===== src/shared/rxeq_map.svh =====
// Overview of operation
// - Paged reads return the port picked by port-select bits 5:4, codes 0 to 3.
// - Paged writes update every port whose port-select write-enable bit 0..3 is set.
// - Debug bit 5 shows that the remote serializer reports self-test mode.
// - Continuous-error bit set corrupts every back-channel frame sent on that port.
// - Single-error bit corrupts exactly one back-channel frame, then clears itself.
// - Three-bit relock wait, doubling 164 us to 21.0 ms, reset code 4.
// - First-lock mode one restarts adaptation at zero on initial receiver lock.
// - Restart bit 3 restarts adaptation from initial value and self-clears.
// - Floor enable, reset one, starts adaptation at the floor instead of zero.
// - Four-bit floor field, reset 2, is the start setting when floor enabled.
// - Four-bit maximum field, reset 15, caps the adaptive setting.
// - Bypass bit one disables adaptation; zero, the reset value, enables it.
// - In bypass, stage-one field drives setting bits 5:3, stage-two bits 2:0.
// - Lock-mode one makes reported lock also need finished adaptation.
// - Two read-only three-bit equalizer status fields at 5:3 and 2:0, reset zero.
// - Filter-at-limit flag bit 7 sets at the limit and clears on read.
// - Filter-settled bit 6 latches low on loss; a read reloads current status.
// - Read-only six-bit clock-delay value of the sampling filter.
// - Filter measurement-fault flag sets on any invalid measurement, clears on read.
// - Read-only six-bit data-delay value of the sampling filter.
`ifndef RXEQ_MAP_SVH
`define RXEQ_MAP_SVH

// Register offsets
`define RXEQ_PORT_SEL_ADDR 8'h4C
`define RXEQ_SPARE_BF_ADDR 8'hBF
`define RXEQ_DEBUG_ADDR 8'hD0
`define RXEQ_SPARE_D1_ADDR 8'hD1
`define RXEQ_CTL2_ADDR 8'hD2
`define RXEQ_STATE_ADDR 8'hD3
`define RXEQ_MANUAL_ADDR 8'hD4
`define RXEQ_LIMITS_ADDR 8'hD5
`define RXEQ_SF_A_ADDR 8'hD6
`define RXEQ_SF_B_ADDR 8'hD7

// Reset values
`define RXEQ_PORT_SEL_RST 8'h01
`define RXEQ_SPARE_D1_VAL 8'h43
`define RXEQ_RELOCK_RST 3'h4
`define RXEQ_FIRST_LOCK_RST 1'b1
`define RXEQ_FLOOR_EN_RST 1'b1
`define RXEQ_STAGE1_RST 3'h3
`define RXEQ_STAGE2_RST 3'h0
`define RXEQ_MAX_RST 4'hF
`define RXEQ_FLOOR_RST 4'h2

// Field positions
`define RXEQ_SEL_RD_HI 5
`define RXEQ_SEL_RD_LO 4
`define RXEQ_DBG_SELFTEST 5
`define RXEQ_DBG_CONT 1
`define RXEQ_DBG_ONCE 0
`define RXEQ_CTL2_RELOCK_LO 5
`define RXEQ_CTL2_FIRST 4
`define RXEQ_CTL2_RESTART 3
`define RXEQ_CTL2_FLOOR_EN 2
`define RXEQ_MAN_STAGE1_LO 5
`define RXEQ_MAN_LOCK_MODE 4
`define RXEQ_MAN_STAGE2_LO 1
`define RXEQ_MAN_BYPASS 0
`define RXEQ_LIM_MAX_LO 4

// Timing
`define RXEQ_CLK_PERIOD_NS 40
`define RXEQ_RELOCK_BASE_NS 164000

`endif


===== src/shared/rxeq_pkg.sv =====
package rxeq_pkg;
	// Per-port settings written by software
	typedef struct packed {
		logic [2:0] relock;
		logic first_lock;
		logic floor_en;
		logic [2:0] stage1;
		logic lock_mode;
		logic [2:0] stage2;
		logic bypass;
		logic [3:0] maxv;
		logic [3:0] floor;
		logic bc_cont;
	} rxeq_cfg_s;

	// Per-port inputs from the analog front end
	typedef struct packed {
		logic lock;
		logic selftest;
		logic at_limit;
		logic settled;
		logic fault;
		logic [5:0] clk_dly;
		logic [5:0] dat_dly;
	} rxeq_pin_s;
endpackage

===== src/core/rxeq_adapt.sv =====
`timescale 1ns/1ps
`include "rxeq_map.svh"
module rxeq_adapt import rxeq_pkg::*; #(
	parameter int BASE_CYC = 4100,
	parameter int TW = 20
) (
	input wire logic core_clk,
	input wire logic rstn,
	input wire rxeq_cfg_s cfg,
	input wire logic restart,
	input wire logic lock_in,
	output logic [5:0] eq_setting,
	output logic lock_out
);
	logic [3:0] value;
	logic [TW-1:0] timer;
	logic done;
	logic seen_lock;
	logic [TW-1:0] wait_lim;
	logic [3:0] start_val;
	logic first_hit;
	logic expired;

	assign wait_lim = TW'(BASE_CYC) << cfg.relock;
	assign start_val = cfg.floor_en ? cfg.floor : 4'h0;
	assign first_hit = cfg.first_lock && lock_in && !seen_lock;
	assign expired = timer >= wait_lim - TW'(1);

	// Remember that the receiver has locked once
	always_ff @(posedge core_clk) begin
		if (!rstn)
			seen_lock <= 1'b0;
		else if (lock_in)
			seen_lock <= 1'b1;
	end

	// Adaptation engine
	always_ff @(posedge core_clk) begin
		if (!rstn) begin
			value <= `RXEQ_FLOOR_RST;
			timer <= '0;
			done <= 1'b0;
		end else if (restart) begin
			value <= start_val;
			timer <= '0;
			done <= 1'b0;
		end else if (first_hit) begin
			value <= 4'h0;
			timer <= '0;
			done <= 1'b0;
		end else if (cfg.bypass) begin
			timer <= '0;
			done <= 1'b1;
		end else if (!lock_in) begin
			done <= 1'b0;
			timer <= expired ? '0 : timer + TW'(1);
			// wrap to start at the cap
			if (expired)
				value <= (value >= cfg.maxv) ? start_val : value + 4'h1;
		end else if (!done) begin
			timer <= expired ? '0 : timer + TW'(1);
			done <= expired;
		end
	end

	// Applied setting and qualified lock
	always_ff @(posedge core_clk) begin
		if (!rstn) begin
			eq_setting <= 6'h00;
			lock_out <= 1'b0;
		end else begin
			eq_setting <= cfg.bypass ? {cfg.stage1, cfg.stage2} : {2'b00, value};
			lock_out <= cfg.lock_mode ? (lock_in && done) : lock_in;
		end
	end
endmodule


===== src/core/rxeq_sync.sv =====
`timescale 1ns/1ps
module rxeq_sync import rxeq_pkg::*; #(
	parameter int WIDTH = 1
) (
	input wire logic core_clk,
	input wire logic rstn,
	input wire logic [WIDTH-1:0] d,
	output logic [WIDTH-1:0] q
);
	logic [WIDTH-1:0] meta;

	// Two-stage synchroniser; only q reads meta
	always_ff @(posedge core_clk) begin
		if (!rstn) begin
			meta <= '0;
			q <= '0;
		end else begin
			meta <= d;
			q <= meta;
		end
	end
endmodule


===== src/core/rxeq_top.sv =====
`timescale 1ns/1ps
`include "rxeq_map.svh"
module rxeq_top import rxeq_pkg::*; #(
	parameter int PORTS = 4,
	parameter int RELOCK_BASE_CYC = `RXEQ_RELOCK_BASE_NS / `RXEQ_CLK_PERIOD_NS,
	parameter int TW = 20
) (
	input wire logic core_clk,
	input wire logic rstn,
	input wire logic [7:0] reg_addr,
	input wire logic [7:0] reg_wdata,
	input wire logic reg_wr,
	input wire logic reg_rd,
	output logic [7:0] reg_rdata,
	input wire rxeq_pin_s [PORTS-1:0] link_pins,
	input wire logic [PORTS-1:0] bc_frame_start,
	output logic [PORTS-1:0] bc_corrupt,
	output logic [PORTS-1:0] rx_lock,
	output logic [PORTS-1:0][5:0] eq_setting
);
	localparam rxeq_cfg_s CFG_RST = '{
		relock: `RXEQ_RELOCK_RST,
		first_lock: `RXEQ_FIRST_LOCK_RST,
		floor_en: `RXEQ_FLOOR_EN_RST,
		stage1: `RXEQ_STAGE1_RST,
		lock_mode: 1'b0,
		stage2: `RXEQ_STAGE2_RST,
		bypass: 1'b0,
		maxv: `RXEQ_MAX_RST,
		floor: `RXEQ_FLOOR_RST,
		bc_cont: 1'b0
	};

	rxeq_pin_s [PORTS-1:0] pins_s;
	rxeq_cfg_s cfg [PORTS];
	logic [PORTS-1:0] once_pend;
	logic [PORTS-1:0] restart_req;
	logic [PORTS-1:0] limit_flag;
	logic [PORTS-1:0] settled_latch;
	logic [PORTS-1:0] fault_flag;
	logic [1:0] rd_sel;
	logic [PORTS-1:0] wr_en;
	logic [7:0] next_rdata;
	rxeq_cfg_s sel_cfg;
	rxeq_pin_s sel_pin;
	logic [5:0] sel_eq;
	logic wr_debug;
	logic wr_ctl2;
	logic wr_manual;
	logic wr_limits;
	logic rd_sf_a;
	logic rd_sf_b;

	// Synchronise every link_pins input; bc_frame_start is used unsynchronised
	rxeq_sync #(
		.WIDTH(PORTS * $bits(rxeq_pin_s))
	) u_sync (
		.core_clk(core_clk),
		.rstn(rstn),
		.d(link_pins),
		.q(pins_s)
	);

	// Decoded accesses
	assign wr_debug = reg_wr && (reg_addr == `RXEQ_DEBUG_ADDR);
	assign wr_ctl2 = reg_wr && (reg_addr == `RXEQ_CTL2_ADDR);
	assign wr_manual = reg_wr && (reg_addr == `RXEQ_MANUAL_ADDR);
	assign wr_limits = reg_wr && (reg_addr == `RXEQ_LIMITS_ADDR);
	assign rd_sf_a = reg_rd && (reg_addr == `RXEQ_SF_A_ADDR);
	assign rd_sf_b = reg_rd && (reg_addr == `RXEQ_SF_B_ADDR);

	// Port-select register
	always_ff @(posedge core_clk) begin
		if (!rstn) begin
			rd_sel <= 2'(`RXEQ_PORT_SEL_RST >> `RXEQ_SEL_RD_LO);
			wr_en <= PORTS'(`RXEQ_PORT_SEL_RST);
		end else if (reg_wr && reg_addr == `RXEQ_PORT_SEL_ADDR) begin
			rd_sel <= reg_wdata[`RXEQ_SEL_RD_HI:`RXEQ_SEL_RD_LO];
			wr_en <= reg_wdata[PORTS-1:0];
		end
	end

	generate
		for (genvar p = 0; p < PORTS; p++) begin : g_port
			logic rd_this;

			// side effects for the read page only
			assign rd_this = (rd_sel == 2'(p));

			// paged write into each enabled copy
			always_ff @(posedge core_clk) begin
				if (!rstn) begin
					cfg[p] <= CFG_RST;
				end else if (wr_en[p]) begin
					if (wr_debug)
						cfg[p].bc_cont <= reg_wdata[`RXEQ_DBG_CONT];
					if (wr_ctl2) begin
						cfg[p].relock <= reg_wdata[`RXEQ_CTL2_RELOCK_LO +: 3];
						cfg[p].first_lock <= reg_wdata[`RXEQ_CTL2_FIRST];
						cfg[p].floor_en <= reg_wdata[`RXEQ_CTL2_FLOOR_EN];
					end
					if (wr_manual) begin
						cfg[p].stage1 <= reg_wdata[`RXEQ_MAN_STAGE1_LO +: 3];
						cfg[p].lock_mode <= reg_wdata[`RXEQ_MAN_LOCK_MODE];
						cfg[p].stage2 <= reg_wdata[`RXEQ_MAN_STAGE2_LO +: 3];
						cfg[p].bypass <= reg_wdata[`RXEQ_MAN_BYPASS];
					end
					if (wr_limits) begin
						cfg[p].maxv <= reg_wdata[`RXEQ_LIM_MAX_LO +: 4];
						cfg[p].floor <= reg_wdata[3:0];
					end
				end
			end

			// one pending error, consumed by the next frame
			always_ff @(posedge core_clk) begin
				if (!rstn)
					once_pend[p] <= 1'b0;
				else if (wr_en[p] && wr_debug && reg_wdata[`RXEQ_DBG_ONCE])
					once_pend[p] <= 1'b1;
				else if (bc_frame_start[p])
					once_pend[p] <= 1'b0;
			end

			always_ff @(posedge core_clk) begin
				if (!rstn)
					bc_corrupt[p] <= 1'b0;
				else
					bc_corrupt[p] <= bc_frame_start[p] && (cfg[p].bc_cont || once_pend[p]);
			end

			always_ff @(posedge core_clk) begin
				if (!rstn)
					restart_req[p] <= 1'b0;
				else
					restart_req[p] <= wr_en[p] && wr_ctl2 && reg_wdata[`RXEQ_CTL2_RESTART];
			end

			// limit flag, set beats read clear
			always_ff @(posedge core_clk) begin
				if (!rstn)
					limit_flag[p] <= 1'b0;
				else if (pins_s[p].at_limit)
					limit_flag[p] <= 1'b1;
				else if (rd_sf_a && rd_this)
					limit_flag[p] <= 1'b0;
			end

			always_ff @(posedge core_clk) begin
				if (!rstn)
					settled_latch[p] <= 1'b0;
				else if (!pins_s[p].settled)
					settled_latch[p] <= 1'b0;
				else if (rd_sf_a && rd_this)
					settled_latch[p] <= 1'b1;
			end

			// fault flag, set beats read clear
			always_ff @(posedge core_clk) begin
				if (!rstn)
					fault_flag[p] <= 1'b0;
				else if (pins_s[p].fault)
					fault_flag[p] <= 1'b1;
				else if (rd_sf_b && rd_this)
					fault_flag[p] <= 1'b0;
			end

			// Equalizer engine for this port
			rxeq_adapt #(
				.BASE_CYC(RELOCK_BASE_CYC),
				.TW(TW)
			) u_adapt (
				.core_clk(core_clk),
				.rstn(rstn),
				.cfg(cfg[p]),
				.restart(restart_req[p]),
				.lock_in(pins_s[p].lock),
				.eq_setting(eq_setting[p]),
				.lock_out(rx_lock[p])
			);
		end
	endgenerate

	assign sel_cfg = cfg[rd_sel];
	assign sel_pin = pins_s[rd_sel];
	assign sel_eq = eq_setting[rd_sel];

	// Read data mux
	always_comb begin
		next_rdata = 8'h00;
		case (reg_addr)
			`RXEQ_PORT_SEL_ADDR: next_rdata = {2'b00, rd_sel, wr_en};
			`RXEQ_DEBUG_ADDR: next_rdata = {2'b00, sel_pin.selftest, 3'b000,
				sel_cfg.bc_cont, once_pend[rd_sel]};
			`RXEQ_SPARE_D1_ADDR: next_rdata = `RXEQ_SPARE_D1_VAL;
			`RXEQ_CTL2_ADDR: next_rdata = {sel_cfg.relock, sel_cfg.first_lock,
				restart_req[rd_sel], sel_cfg.floor_en, 2'b00};
			`RXEQ_STATE_ADDR: next_rdata = {2'b00, sel_eq};
			`RXEQ_MANUAL_ADDR: next_rdata = {sel_cfg.stage1, sel_cfg.lock_mode,
				sel_cfg.stage2, sel_cfg.bypass};
			`RXEQ_LIMITS_ADDR: next_rdata = {sel_cfg.maxv, sel_cfg.floor};
			`RXEQ_SF_A_ADDR: next_rdata = {limit_flag[rd_sel], settled_latch[rd_sel],
				sel_pin.clk_dly};
			`RXEQ_SF_B_ADDR: next_rdata = {1'b0, fault_flag[rd_sel], sel_pin.dat_dly};
			default: next_rdata = 8'h00;
		endcase
	end

	// Read data register, loaded on each read
	always_ff @(posedge core_clk) begin
		if (!rstn)
			reg_rdata <= 8'h00;
		else if (reg_rd)
			reg_rdata <= next_rdata;
	end
endmodule


===== config.mk =====
export PLATFORM = sky130hd
export DESIGN_NAME = rxeq_top
export DESIGN_NICKNAME = d
export VERILOG_FILES = /design/src/shared/rxeq_pkg.sv /design/src/core/rxeq_adapt.sv /design/src/core/rxeq_sync.sv /design/src/core/rxeq_top.sv
export VERILOG_INCLUDE_DIRS = /design/src /design/src/shared
export SDC_FILE = /design/constraint.sdc
export NUM_CORES = 1
export LEC_CHECK = 0
export BUFFER_PORTS_ARGS = -buffer_cell sky130_fd_sc_hd__buf_2
export CAP_MARGIN = 0
export CORE_MARGIN = 2
export CORE_UTILIZATION = 30
export DETAILED_ROUTE_END_ITERATION = 10
export GPL_ROUTABILITY_DRIVEN = 0
export GPL_TIMING_DRIVEN = 0
export PLACE_DENSITY = 0.53
export SYNTH_ARGS = -nofsm -noshare
export SYNTH_HDL_FRONTEND = slang
export SYNTH_HIERARCHICAL = 1
export SYNTH_SLANG_ARGS = --single-unit

===== constraint.sdc =====
create_clock -name core_clk -period 3.16 [get_ports core_clk]
set_clock_uncertainty 0.05 [all_clocks]
set_input_delay 0.316 -clock core_clk [delete_from_list [all_inputs] [get_ports core_clk]]
set_output_delay 0.316 -clock core_clk [all_outputs]
set_load 0.02 [all_outputs]

==> impl_metrics.json, run 1 <==
{
  "status": "finished, violations left",
  "violations": "negative setup slack",
  "end_kind": "flip-flop",
  "cp_slowest_stage_delay_ps": 430,
  "peakVddDrop_uv": 394,
  "fmax_mhz": 298,
  "io_buffer_count": 130,
  "ys.flop_type": "dfxtp_1",
  "drt_iter0_markers": 979,
  "drt_wl_total_microns": 56600,
  "cts_max_level": 2,
  "syn_nets": 1993,
  "crit_chain": "clkbuf_8 -> or3_4 -> ha_4 -> xnor2_4 -> nor2b_4 -> a21oi_2 -> ha_2 -> a2111o_1 -> a311oi_2 -> o211ai_2 -> buf_6 -> a21oi_4 -> mux2_4",
  "synth_area_per_cell_sq_um": 10.4,
  "ctsLongestPathBuffers": 3,
  "start_util_pct": 30.4,
  "grt_pass1_vias": 14400,
  "synth_cell_types": 84,
  "core.rowCount": 91,
  "cp.arrival_ps": 3770,
  "seqPwrFrac_pct": 47.5,
  "endpoint": "g_port[2].u_adapt/value[1]",
  "p_sw_mw": 2.74,
  "cts_buffers": 44,
  "r2r_cells": 13,
  "worst_skew_pair.late_latency_ps": 590,
  "cp_max_fo": 4,
  "die_x_microns": 255,
  "grt_pass1_wl_microns": 84400,
  "fin_crit_sh_pct": 106,
  "maxSlewViolCount": 0,
  "fin_setup_tns_ps": -10630,
  "gr-total-overflow": 0,
  "yosysTopAreaCell": "dfxtp_1",
  "design_area_sq_mm": 0.0243,
  "via_count": 14500,
  "root_buffer": "clkbuf_16",
  "r2r_setup_slack_ps": -200,
  "yosys-top-cells-area": "dfxtp_1 33%, edfxtp_1 14%, ha_1 6.1%",
  "criticalPathCategory": "flip-flop to flip-flop",
  "worst_ep_required_time_ps": 3570,
  "p_int_mw": 8.58,
  "async_flop_share_pct": 0,
  "timing.rr.end": "g_port[2].u_adapt/value[1]",
  "core-area_sq_mm": 0.0619,
  "dp_hpwl_microns": 41100,
  "yosys_warnings": 6,
  "drc_errors": 0,
  "setup_ws_ps": -196,
  "max_slew_margin_pct": 10.9,
  "pwr-share-comb_pct": 7.2,
  "syn_inst": 1809,
  "worstReg2RegStart": "cfg[2][20]",
  "synth-edff-count": 88,
  "grt_max_degree": 24,
  "startpoint_type": "flip-flop",
  "slowest_stage": "edfxtp_1",
  "ys_ff_latch": 396,
  "synth.top_cell.area_share_pct": 32.7,
  "cts_sinks": 396,
  "timing.final.crit_period_ps": 3360,
  "post-synth-top-count-cell": "dfxtp_1",
  "finalHoldViolCount": 0,
  "die_area_sq_mm": 0.0649,
  "rsz0062_at_grt": "true",
  "dr.pass1.iters": 6,
  "synth_common_cells": "308 x dfxtp_1, 130 x nand2_1, 119 x and2_1",
  "cts_tree": "yes",
  "pwr-share-clk_pct": 45.3,
  "drive_gt1_share_pct": 27.1,
  "fillerInstances": 6125,
  "io_pins": 132,
  "global_route.usage.total_pct": 17.2,
  "die_h_microns": 255,
  "viasPerCell": 4.85,
  "leakage_nw": 9.80,
  "worst_pin_slew_ps": 1320,
  "place_area_sq_mm": 0.0208,
  "antenna_found_initial": 3,
  "cp-startpoint": "cfg[2][20]",
  "setup_viol": 94,
  "path_clk_slew_ps": 60,
  "swShare_pct": 24.2,
  "max-cap-violations": 0,
  "antenna_left": 0,
  "nets": 2304,
  "p_per_area_mw_per_mm2": 467,
  "synthToLayoutAreaGrowth_pct": 28.7,
  "yosysSeqAreaShare_pct": 46.7,
  "syn-cell-area_sq_mm": 0.0189,
  "hold_class": "input pin to flip-flop",
  "wire_per_inst_microns": 18.9
}
[power groups by stage]
stage               registers (mW)  logic, mW  clock network (mW)
floorplan                     5.47      0.384                   0
global placement              5.49      0.621                   0
detailed placement            5.49      0.626                   0
CTS                           5.38      0.782                5.27
global route                  5.39      0.881                5.46
finish                        5.38      0.819                5.13
[worst max-delay path: cells and delay by family, from the launching register on]
family                   cells  cell delay (ps)
AO/OA/AOI/OAI                5             1030
AND/OR/NAND/NOR              2              550
flip-flops                   1              430
adder cells (fa/ha/maj)      2              370
buffers and inverters        2              330
multiplexers                 1              310
XOR/XNOR                     1              160
[state kept, by name, indices dropped and copies added, names as in the netlist, 8 cells and up, named ones only]
register and cells:
g_port.u_adapt/timer 80, u_sync/q 68, u_sync/meta 68, g_port.u_adapt/eq_setting 24
cfg 88, reg_rdata 8, g_port.u_adapt/value 16
[layout by cell type, fill, tap and decap left out, drive strengths merged, types with 46 or more instances in the layout]
| cell | instances |
|---|---|
| nand3 | 112 |
| nand2 | 134 |
| edfxtp | 88 |
| ha | 92 |
| buf | 229 |
| and3 | 69 |
| mux4 | 46 |
| inv | 83 |
| dlygate4sd3 | 76 |
| dfxtp | 308 |
| and2 | 155 |
| xor2 | 64 |
| nor2 | 152 |
| clkbuf | 104 |
[logic make-up (layout without fill, tap and decap cells)]
group / Yosys count / count (layout) / share of synthesized area [%]
simple gates: 772 / 772 / 23.2
mux: 76 / 76 / 7.12
compound gates: 209 / 209 / 8.44
xor+xnor: 88 / 88 / 4.09
fa+ha+maj: 92 / 92 / 6.11
buf+inv: 172 / 519 / 4.25
other cells: 4 / 8 / 0.0796
flops: 396 / 396 / 46.7
[how the worst min path moves through the flow]
| stage | endpoint | slack [ps] | startpoint | cells after the start |
|---|---|---|---|---|
| after floorplan | u_sync/q[0] | 360 | u_sync/meta[0] | 1 |
| after global placement | u_sync/q[28] | 370 | u_sync/meta[28] | 1 |
| after detailed placement | u_sync/q[19] | 370 | u_sync/meta[19] | 1 |
| after CTS | once_pend[3] | 6 | reg_wdata[0] | 3 |
| after global routing | once_pend[3] | 30 | reg_wdata[0] | 3 |
| final | once_pend[1] | 40 | reg_wdata[0] | 3 |
[through the flow]
step	total power [mW]	hold slack [ps]	std cells	util [%]	setup WS, ps
global placement	6.11	371	2776	33.6	-623
floorplan	5.86	362	1809	-	-129
detailed placement	6.12	370	2776	33.6	-595
CTS	11.4	5.68	2977	38.2	-221
finish	11.3	41.7	2997	39.2	-196
global route	11.7	32.6	2996	39.2	-339
[routing by layer]
metal | global-route usage [%] | up-vias | share of wire (%)
met1 | 20.6 | 6999 | 40
met2 | 29.7 | 420 | 50
met4 | 6.67 | 0 | 3.7
met5 | 0 | - | 0
li1 | - | 7002 | -
met3 | 4.24 | 101 | 6.4
[layout make-up]
class,instances,area (sq um),area share (%)
multi-input cells,1241,9960,41.1
flip-flops and latches,396,8810,36.3
repair buffers,279,2160,8.90
clock buffers,51,1150,4.73
well taps,837,1050,4.32
plain buffers,79,542,2.23
inverters,79,297,1.22
clock inverters,31,288,1.19
diodes,4,10.0,0.0413
[timing repair]
action / CTS / global route
cloned: 5 / 3
endpoints found under the setup margin: 100 / 100
resized for setup: 57 / 95
buffers inserted: 46 / 21
endpoints found under the hold margin: 80 / 0
pin swaps: 37 / 42
hold buffers: 76 / 0
Note: power is estimated with default switching activity, not from simulation.
==> run 2, diff against run 1 <==
Settings changed: CORE_UTILIZATION 30 to 55, PLACE_DENSITY 0.53 to 0.83, SETUP_SLACK_MARGIN from default to 0.2.
==> impl_metrics.json, run 2 (same netlist as run 1, synthesis figures left out) <==
{
  "worstHoldEndpoint": "cfg[0][15]",
  "r2r_cells": 15,
  "p_int_mw": 8.95,
  "peakVddDrop_uv": 420,
  "die_x_microns": 189,
  "grt_pass1_wl_microns": 86100,
  "cts_tree": "yes",
  "fmax_mhz": 282,
  "cts_buffers": 41,
  "cts_sinks": 396,
  "setup_viol": 100,
  "drive_gt1_share_pct": 26.9,
  "grt_pass1_vias": 15800,
  "die_h_microns": 189,
  "maxSlewViolCount": 0,
  "cp.arrival_ps": 3990,
  "timing.final.crit_period_ps": 3550,
  "global_route.usage.total_pct": 31.2,
  "hold_start": "reg_wdata[6]",
  "grt_max_degree": 24,
  "swShare_pct": 23.4,
  "core.rowCount": 67,
  "r2r_setup_slack_ps": -390,
  "rsz0062_at_grt": "true",
  "max_slew_margin_pct": 8.74,
  "start_util_pct": 56.1,
  "worst_pin_slew_ps": 1350,
  "p_per_area_mw_per_mm2": 489,
  "leakage_nw": 9.89,
  "pwr-share-clk_pct": 46.6,
  "io_pins": 132,
  "worst_ep_required_time_ps": 3590,
  "cp_slowest_stage_delay_ps": 420,
  "placed_cells": 2387,
  "seqPwrFrac_pct": 46.2,
  "hold_class": "input pin to flip-flop",
  "pwr-share-comb_pct": 7.3,
  "via_count": 16000,
  "dp_hpwl_microns": 36700,
  "worstReg2RegStart": "cfg[3][20]",
  "cp_max_fo": 6,
  "status": "finished, violations left",
  "synthToLayoutAreaGrowth_pct": 26.8,
  "pre_cts_ws_ps": -548,
  "seqCellArea_sq_mm": 0.00881,
  "path_clk_slew_ps": 70,
  "drt_wl_total_microns": 58600,
  "drc_errors": 0,
  "dr.pass1.iters": 6,
  "whs_ps": 23.4,
  "largest_register": "cfg",
  "worst_skew_pair.late_latency_ps": 570,
  "startpoint_type": "flip-flop",
  "end_kind": "flip-flop",
  "cts_max_level": 2,
  "largest_reg_flops": 88,
  "slowest_stage": "a211o_4",
  "gr-total-overflow": 0,
  "fin_crit_sh_pct": 112,
  "ctsLongestPathBuffers": 3,
  "cp_common_cell": "ha_4",
  "root_buffer": "clkbuf_16",
  "max-cap-violations": 0,
  "violations": "negative setup slack",
  "setup_ws_ps": -392,
  "stdcell_count": 2598,
  "nets": 2300,
  "cp-startpoint": "cfg[3][20]",
  "multi_input_area_sq_mm": 0.00990,
  "fillerInstances": 2085,
  "wire_per_inst_microns": 22.6,
  "p_sw_mw": 2.73,
  "crit_chain": "clkbuf_8 -> or3_4 -> ha_4 -> buf_8 -> xnor2_4 -> nor2b_4 -> a21oi_4 -> ha_4 -> a2111o_1 -> a311oi_2 -> o211ai_2 -> a211o_4 -> buf_12 -> buf_16 -> nor2_2",
  "core-area_sq_mm": 0.0336,
  "io_buffer_count": 130,
  "antenna_left": 0,
  "viasPerCell": 6.14,
  "finalHoldViolCount": 0,
  "criticalPathCategory": "flip-flop to flip-flop",
  "antenna_found_initial": 2,
  "layout_common_cells": "308 x dfxtp_1, 146 x buf_2, 128 x nand2_1",
  "layout_commonest_cell": "dfxtp_1",
  "die_area_sq_mm": 0.0358,
  "top_regs": "cfg: 88 flops, g_port.u_adapt/timer: 80 flops",
  "timing.rr.end": "g_port[3].u_adapt/timer[17]",
  "hold_depth": 2,
  "drt_iter0_markers": 1985
}
-- run 2: power groups by stage --
stage / logic, mW / clock network, mW / registers (mW)
2_1_floorplan: 0.384 / 0 / 5.47
3_3_place_gp: 0.593 / 0 / 5.48
3_5_place_dp: 0.614 / 0 / 5.49
4_1_cts: 0.779 / 5.39 / 5.38
5_1_grt: 0.889 / 5.63 / 5.39
6_report: 0.851 / 5.44 / 5.39
-- run 2: cell type report --
class                           instances  area share (%)
Sequential cell                       396            36.9
Clock inverter                         21            1.30
Inverter                               79            1.24
Buffer                                 93            3.06
Tap cell                              448            2.35
Timing Repair Buffer                  264            8.64
Clock buffer                           55            5.12
Multi-Input combinational cell       1241            41.4
Antenna cell                            1          0.0105
-- run 2: routing by layer --
layer	vias up	GRT usage, %	routed length, microns
met3	343	6.80	5700
met4	0	22.3	4790
met1	7565	35.2	20200
li1	6984	-	-
met2	1065	52.3	27900
met5	-	0	0
-- run 2: through the flow --
stage	TNS (ps)	utilization (%)	power (mW)	area [sq um]
after floorplan	-5960	-	5.86	19100
after global placement	-31610	60.4	6.08	20300
after detailed placement	-38530	60.4	6.10	20300
after CTS	-21050	69.8	11.5	23500
after global routing	-35740	71.1	11.9	23900
final	-27680	71.1	11.7	23900
-- run 2: how the worst max path moves through the flow --
stage	end	slack (ps)	depth (start not counted)
floorplan	g_port[0].u_adapt/value[1]	-130	13
global placement	g_port[2].u_adapt/value[1]	-470	13
detailed placement	g_port[2].u_adapt/value[1]	-550	14
CTS	g_port[2].u_adapt/timer[3]	-300	14
global route	g_port[3].u_adapt/timer[17]	-480	16
finish	g_port[3].u_adapt/timer[17]	-390	15
-- run 2: repair_timing --
item / 4_1_cts / 5_1_grt
setup endpoints to repair: 100 / 100
hold buffers: 72 / 0
pin swaps: 30 / 27
buffers inserted: 43 / 12
gates cloned: 7 / 0
endpoints found under the hold margin: 72 / 0
resized for setup: 76 / 75
-- run 2: critical path: cells and delay by family (launching register included) --
kind / cells / cell delay [ps]
compound gates: 5 / 1260
simple gates: 3 / 650
buf+inv: 4 / 590
flops: 1 / 410
fa+ha+maj: 2 / 330
xor+xnor: 1 / 180
==> run 3, diff against run 2 <==
Settings changed: BUFFER_PORTS_ARGS -buffer_cell sky130_fd_sc_hd__buf_2 to default, CELL_PAD_IN_SITES_DETAIL_PLACEMENT from default to 0, CELL_PAD_IN_SITES_GLOBAL_PLACEMENT from default to 2, CORE_UTILIZATION 55 to 38, DONT_BUFFER_PORTS from default to 1, PLACE_DENSITY 0.83 to 0.82.
==> impl_metrics.json, run 3 (same netlist as run 1, synthesis figures left out) <==
{
  "criticalPathCategory": "flip-flop to flip-flop",
  "fin_crit_sh_pct": 110,
  "path_clk_slew_ps": 60,
  "cts_tree": "yes",
  "cts_max_level": 2,
  "stdcell_count": 2706,
  "io_buffer_count": 0,
  "layout_commonest_cell": "dfxtp_1",
  "root_buffer": "clkbuf_16",
  "setup_viol": 99,
  "grt_pass1_vias": 14100,
  "antenna_found_initial": 4,
  "dp_hpwl_microns": 40600,
  "end_kind": "flip-flop",
  "crit_buf_inv": 3,
  "die_h_microns": 227,
  "crit_family": "compound AO/OA/AOI/OAI gates",
  "cts_sinks": 396,
  "slowest_stage": "edfxtp_1",
  "fmax_mhz": 287,
  "top_regs": "cfg: 88 flops, g_port.u_adapt/timer: 80 flops",
  "cts_buffers": 44,
  "worst_pin_slew_ps": 1280,
  "leakage_nw": 9.34,
  "largest_register": "cfg",
  "seqCellArea_sq_mm": 0.00881,
  "layout_common_cells": "308 x dfxtp_1, 130 x nand2_1, 119 x and2_1",
  "worst_ep_required_time_ps": 3570,
  "drive_gt1_share_pct": 22.0,
  "grt_pass1_wl_microns": 84400,
  "multi_input_area_sq_mm": 0.00990,
  "fillerInstances": 4458,
  "p_total_mw": 11.3,
  "ctsLongestPathBuffers": 3,
  "hold_class": "input pin to flip-flop",
  "setup_ws_ps": -324,
  "cp_slowest_stage_delay_ps": 410,
  "whs_ps": 8.64,
  "core.rowCount": 81,
  "startpoint_type": "flip-flop",
  "io_pins": 132,
  "worst_skew_pair.late_latency_ps": 580,
  "worstReg2RegStart": "cfg[2][19]",
  "viasPerCell": 5.24,
  "cp_max_fo": 4,
  "dr.pass1.iters": 6,
  "placed_cells": 2473,
  "p_per_area_mw_per_mm2": 480,
  "cp.arrival_ps": 3890,
  "max-cap-violations": 0,
  "crit_chain": "clkbuf_8 -> or3_4 -> ha_4 -> clkbuf_16 -> xnor2_4 -> nor2b_4 -> a21oi_2 -> ha_2 -> a2111o_1 -> a311oi_2 -> o211ai_2 -> buf_6 -> a21oi_4 -> mux2_4",
  "via_count": 14200,
  "peakVddDrop_uv": 410,
  "hold_start": "reg_addr[0]",
  "global_route.usage.total_pct": 22.0,
  "maxSlewViolCount": 0,
  "worstHoldEndpoint": "reg_rdata[6]",
  "timing.rr.end": "g_port[2].u_adapt/value[1]",
  "core-area_sq_mm": 0.0490,
  "antenna_left": 0,
  "start_util_pct": 38.5,
  "r2r_cells": 14,
  "gr-total-overflow": 0,
  "timing.final.crit_period_ps": 3480,
  "hold_depth": 3,
  "drt_iter0_markers": 876,
  "finalHoldViolCount": 0,
  "violations": "negative setup slack",
  "utilization_pct": 48.2,
  "largest_reg_flops": 88,
  "max_slew_margin_pct": 13.7,
  "rsz0062_at_grt": "true",
  "drc_errors": 0,
  "wire_per_inst_microns": 20.9,
  "die_area_sq_mm": 0.0514,
  "grt_max_degree": 14,
  "r2r_setup_slack_ps": -320,
  "die_x_microns": 227,
  "status": "finished, violations left",
  "drt_wl_total_microns": 56600,
  "synthToLayoutAreaGrowth_pct": 25.2,
  "nets": 2189
}
## run 3: changes by cell type in the layout (fill, tap and decap cells not counted), moves of 3 or more
cell	delta
clkinv_1	-3
bufinv_16	-3
dlygate4sd3_1	+12
buf_4	+4
clkbuf_8	-4
buf_2	-131
clkbuf_1	+8
nor2_2	-15
nor2_4	+15
## run 3: how the worst max path moves through the flow
stage	slack, ps	cells after the start	endpoint	start
CTS	-300	14	g_port[1].u_adapt/value[1]	cfg[1][20]
detailed placement	-600	14	g_port[2].u_adapt/value[1]	cfg[2][21]
global placement	-570	14	g_port[2].u_adapt/value[1]	cfg[2][21]
floorplan	-130	13	g_port[0].u_adapt/value[1]	cfg[0][19]
global route	-450	15	g_port[0].u_adapt/timer[10]	cfg[0][19]
finish	-320	14	g_port[2].u_adapt/value[1]	cfg[2][19]
## run 3: worst reg2reg max path, cell delays in order, from the launching register on
cell	delay [ps]
edfxtp_1	410
clkbuf_8	160
or3_4	400
ha_4	170
clkbuf_16	150
xnor2_4	170
nor2b_4	170
a21oi_2	40
ha_2	160
a2111o_1	370
a311oi_2	330
o211ai_2	160
buf_6	150
a21oi_4	180
mux2_4	310
## run 3: area by class of cell
type | count | share of cell area (%)
antenna | 2 | 0.0212
buffer | 93 | 3.08
clock buffer | 62 | 5.26
clock inverter | 19 | 0.890
inverter | 79 | 1.26
multi-input combinational | 1241 | 42.0
sequential | 396 | 37.3
tap | 664 | 3.52
timing repair buffer | 150 | 6.71
## run 3: repair_timing
action | in CTS | in global routing
setup endpoints to repair | 100 | 101
hold buffers | 84 | 0
setup buffers | 43 | 15
pin swaps | 33 | 28
gates cloned | 6 | 2
hold endpoints to repair | 116 | 0
gates resized for setup | 72 | 86
## run 3: layer usage
layer | track usage (%) | part of all wire, %
met5 | 0 | 0.057
met4 | 8.43 | 3.4
met3 | 6.70 | 8.6
met2 | 35.3 | 47
met1 | 27.7 | 41
## run 3: stage by stage
stage | instance area, sq um | setup TNS, ps | worst slack, ps
2_1_floorplan | 19100 | -5960 | -129
3_3_place_gp | 19900 | -41080 | -571
3_5_place_dp | 19900 | -42920 | -601
4_1_cts | 23000 | -22800 | -304
5_1_grt | 23600 | -37360 | -451
6_report | 23600 | -22810 | -324
## run 3: report_power, final
part / total [mW] / internal (mW) / switching, mW
Combinational: 0.745 / 0.359 / 0.385
Clock: 5.17 / 3.02 / 2.15
Sequential: 5.41 / 5.30 / 0.109
Total: 11.3 / 8.68 / 2.65
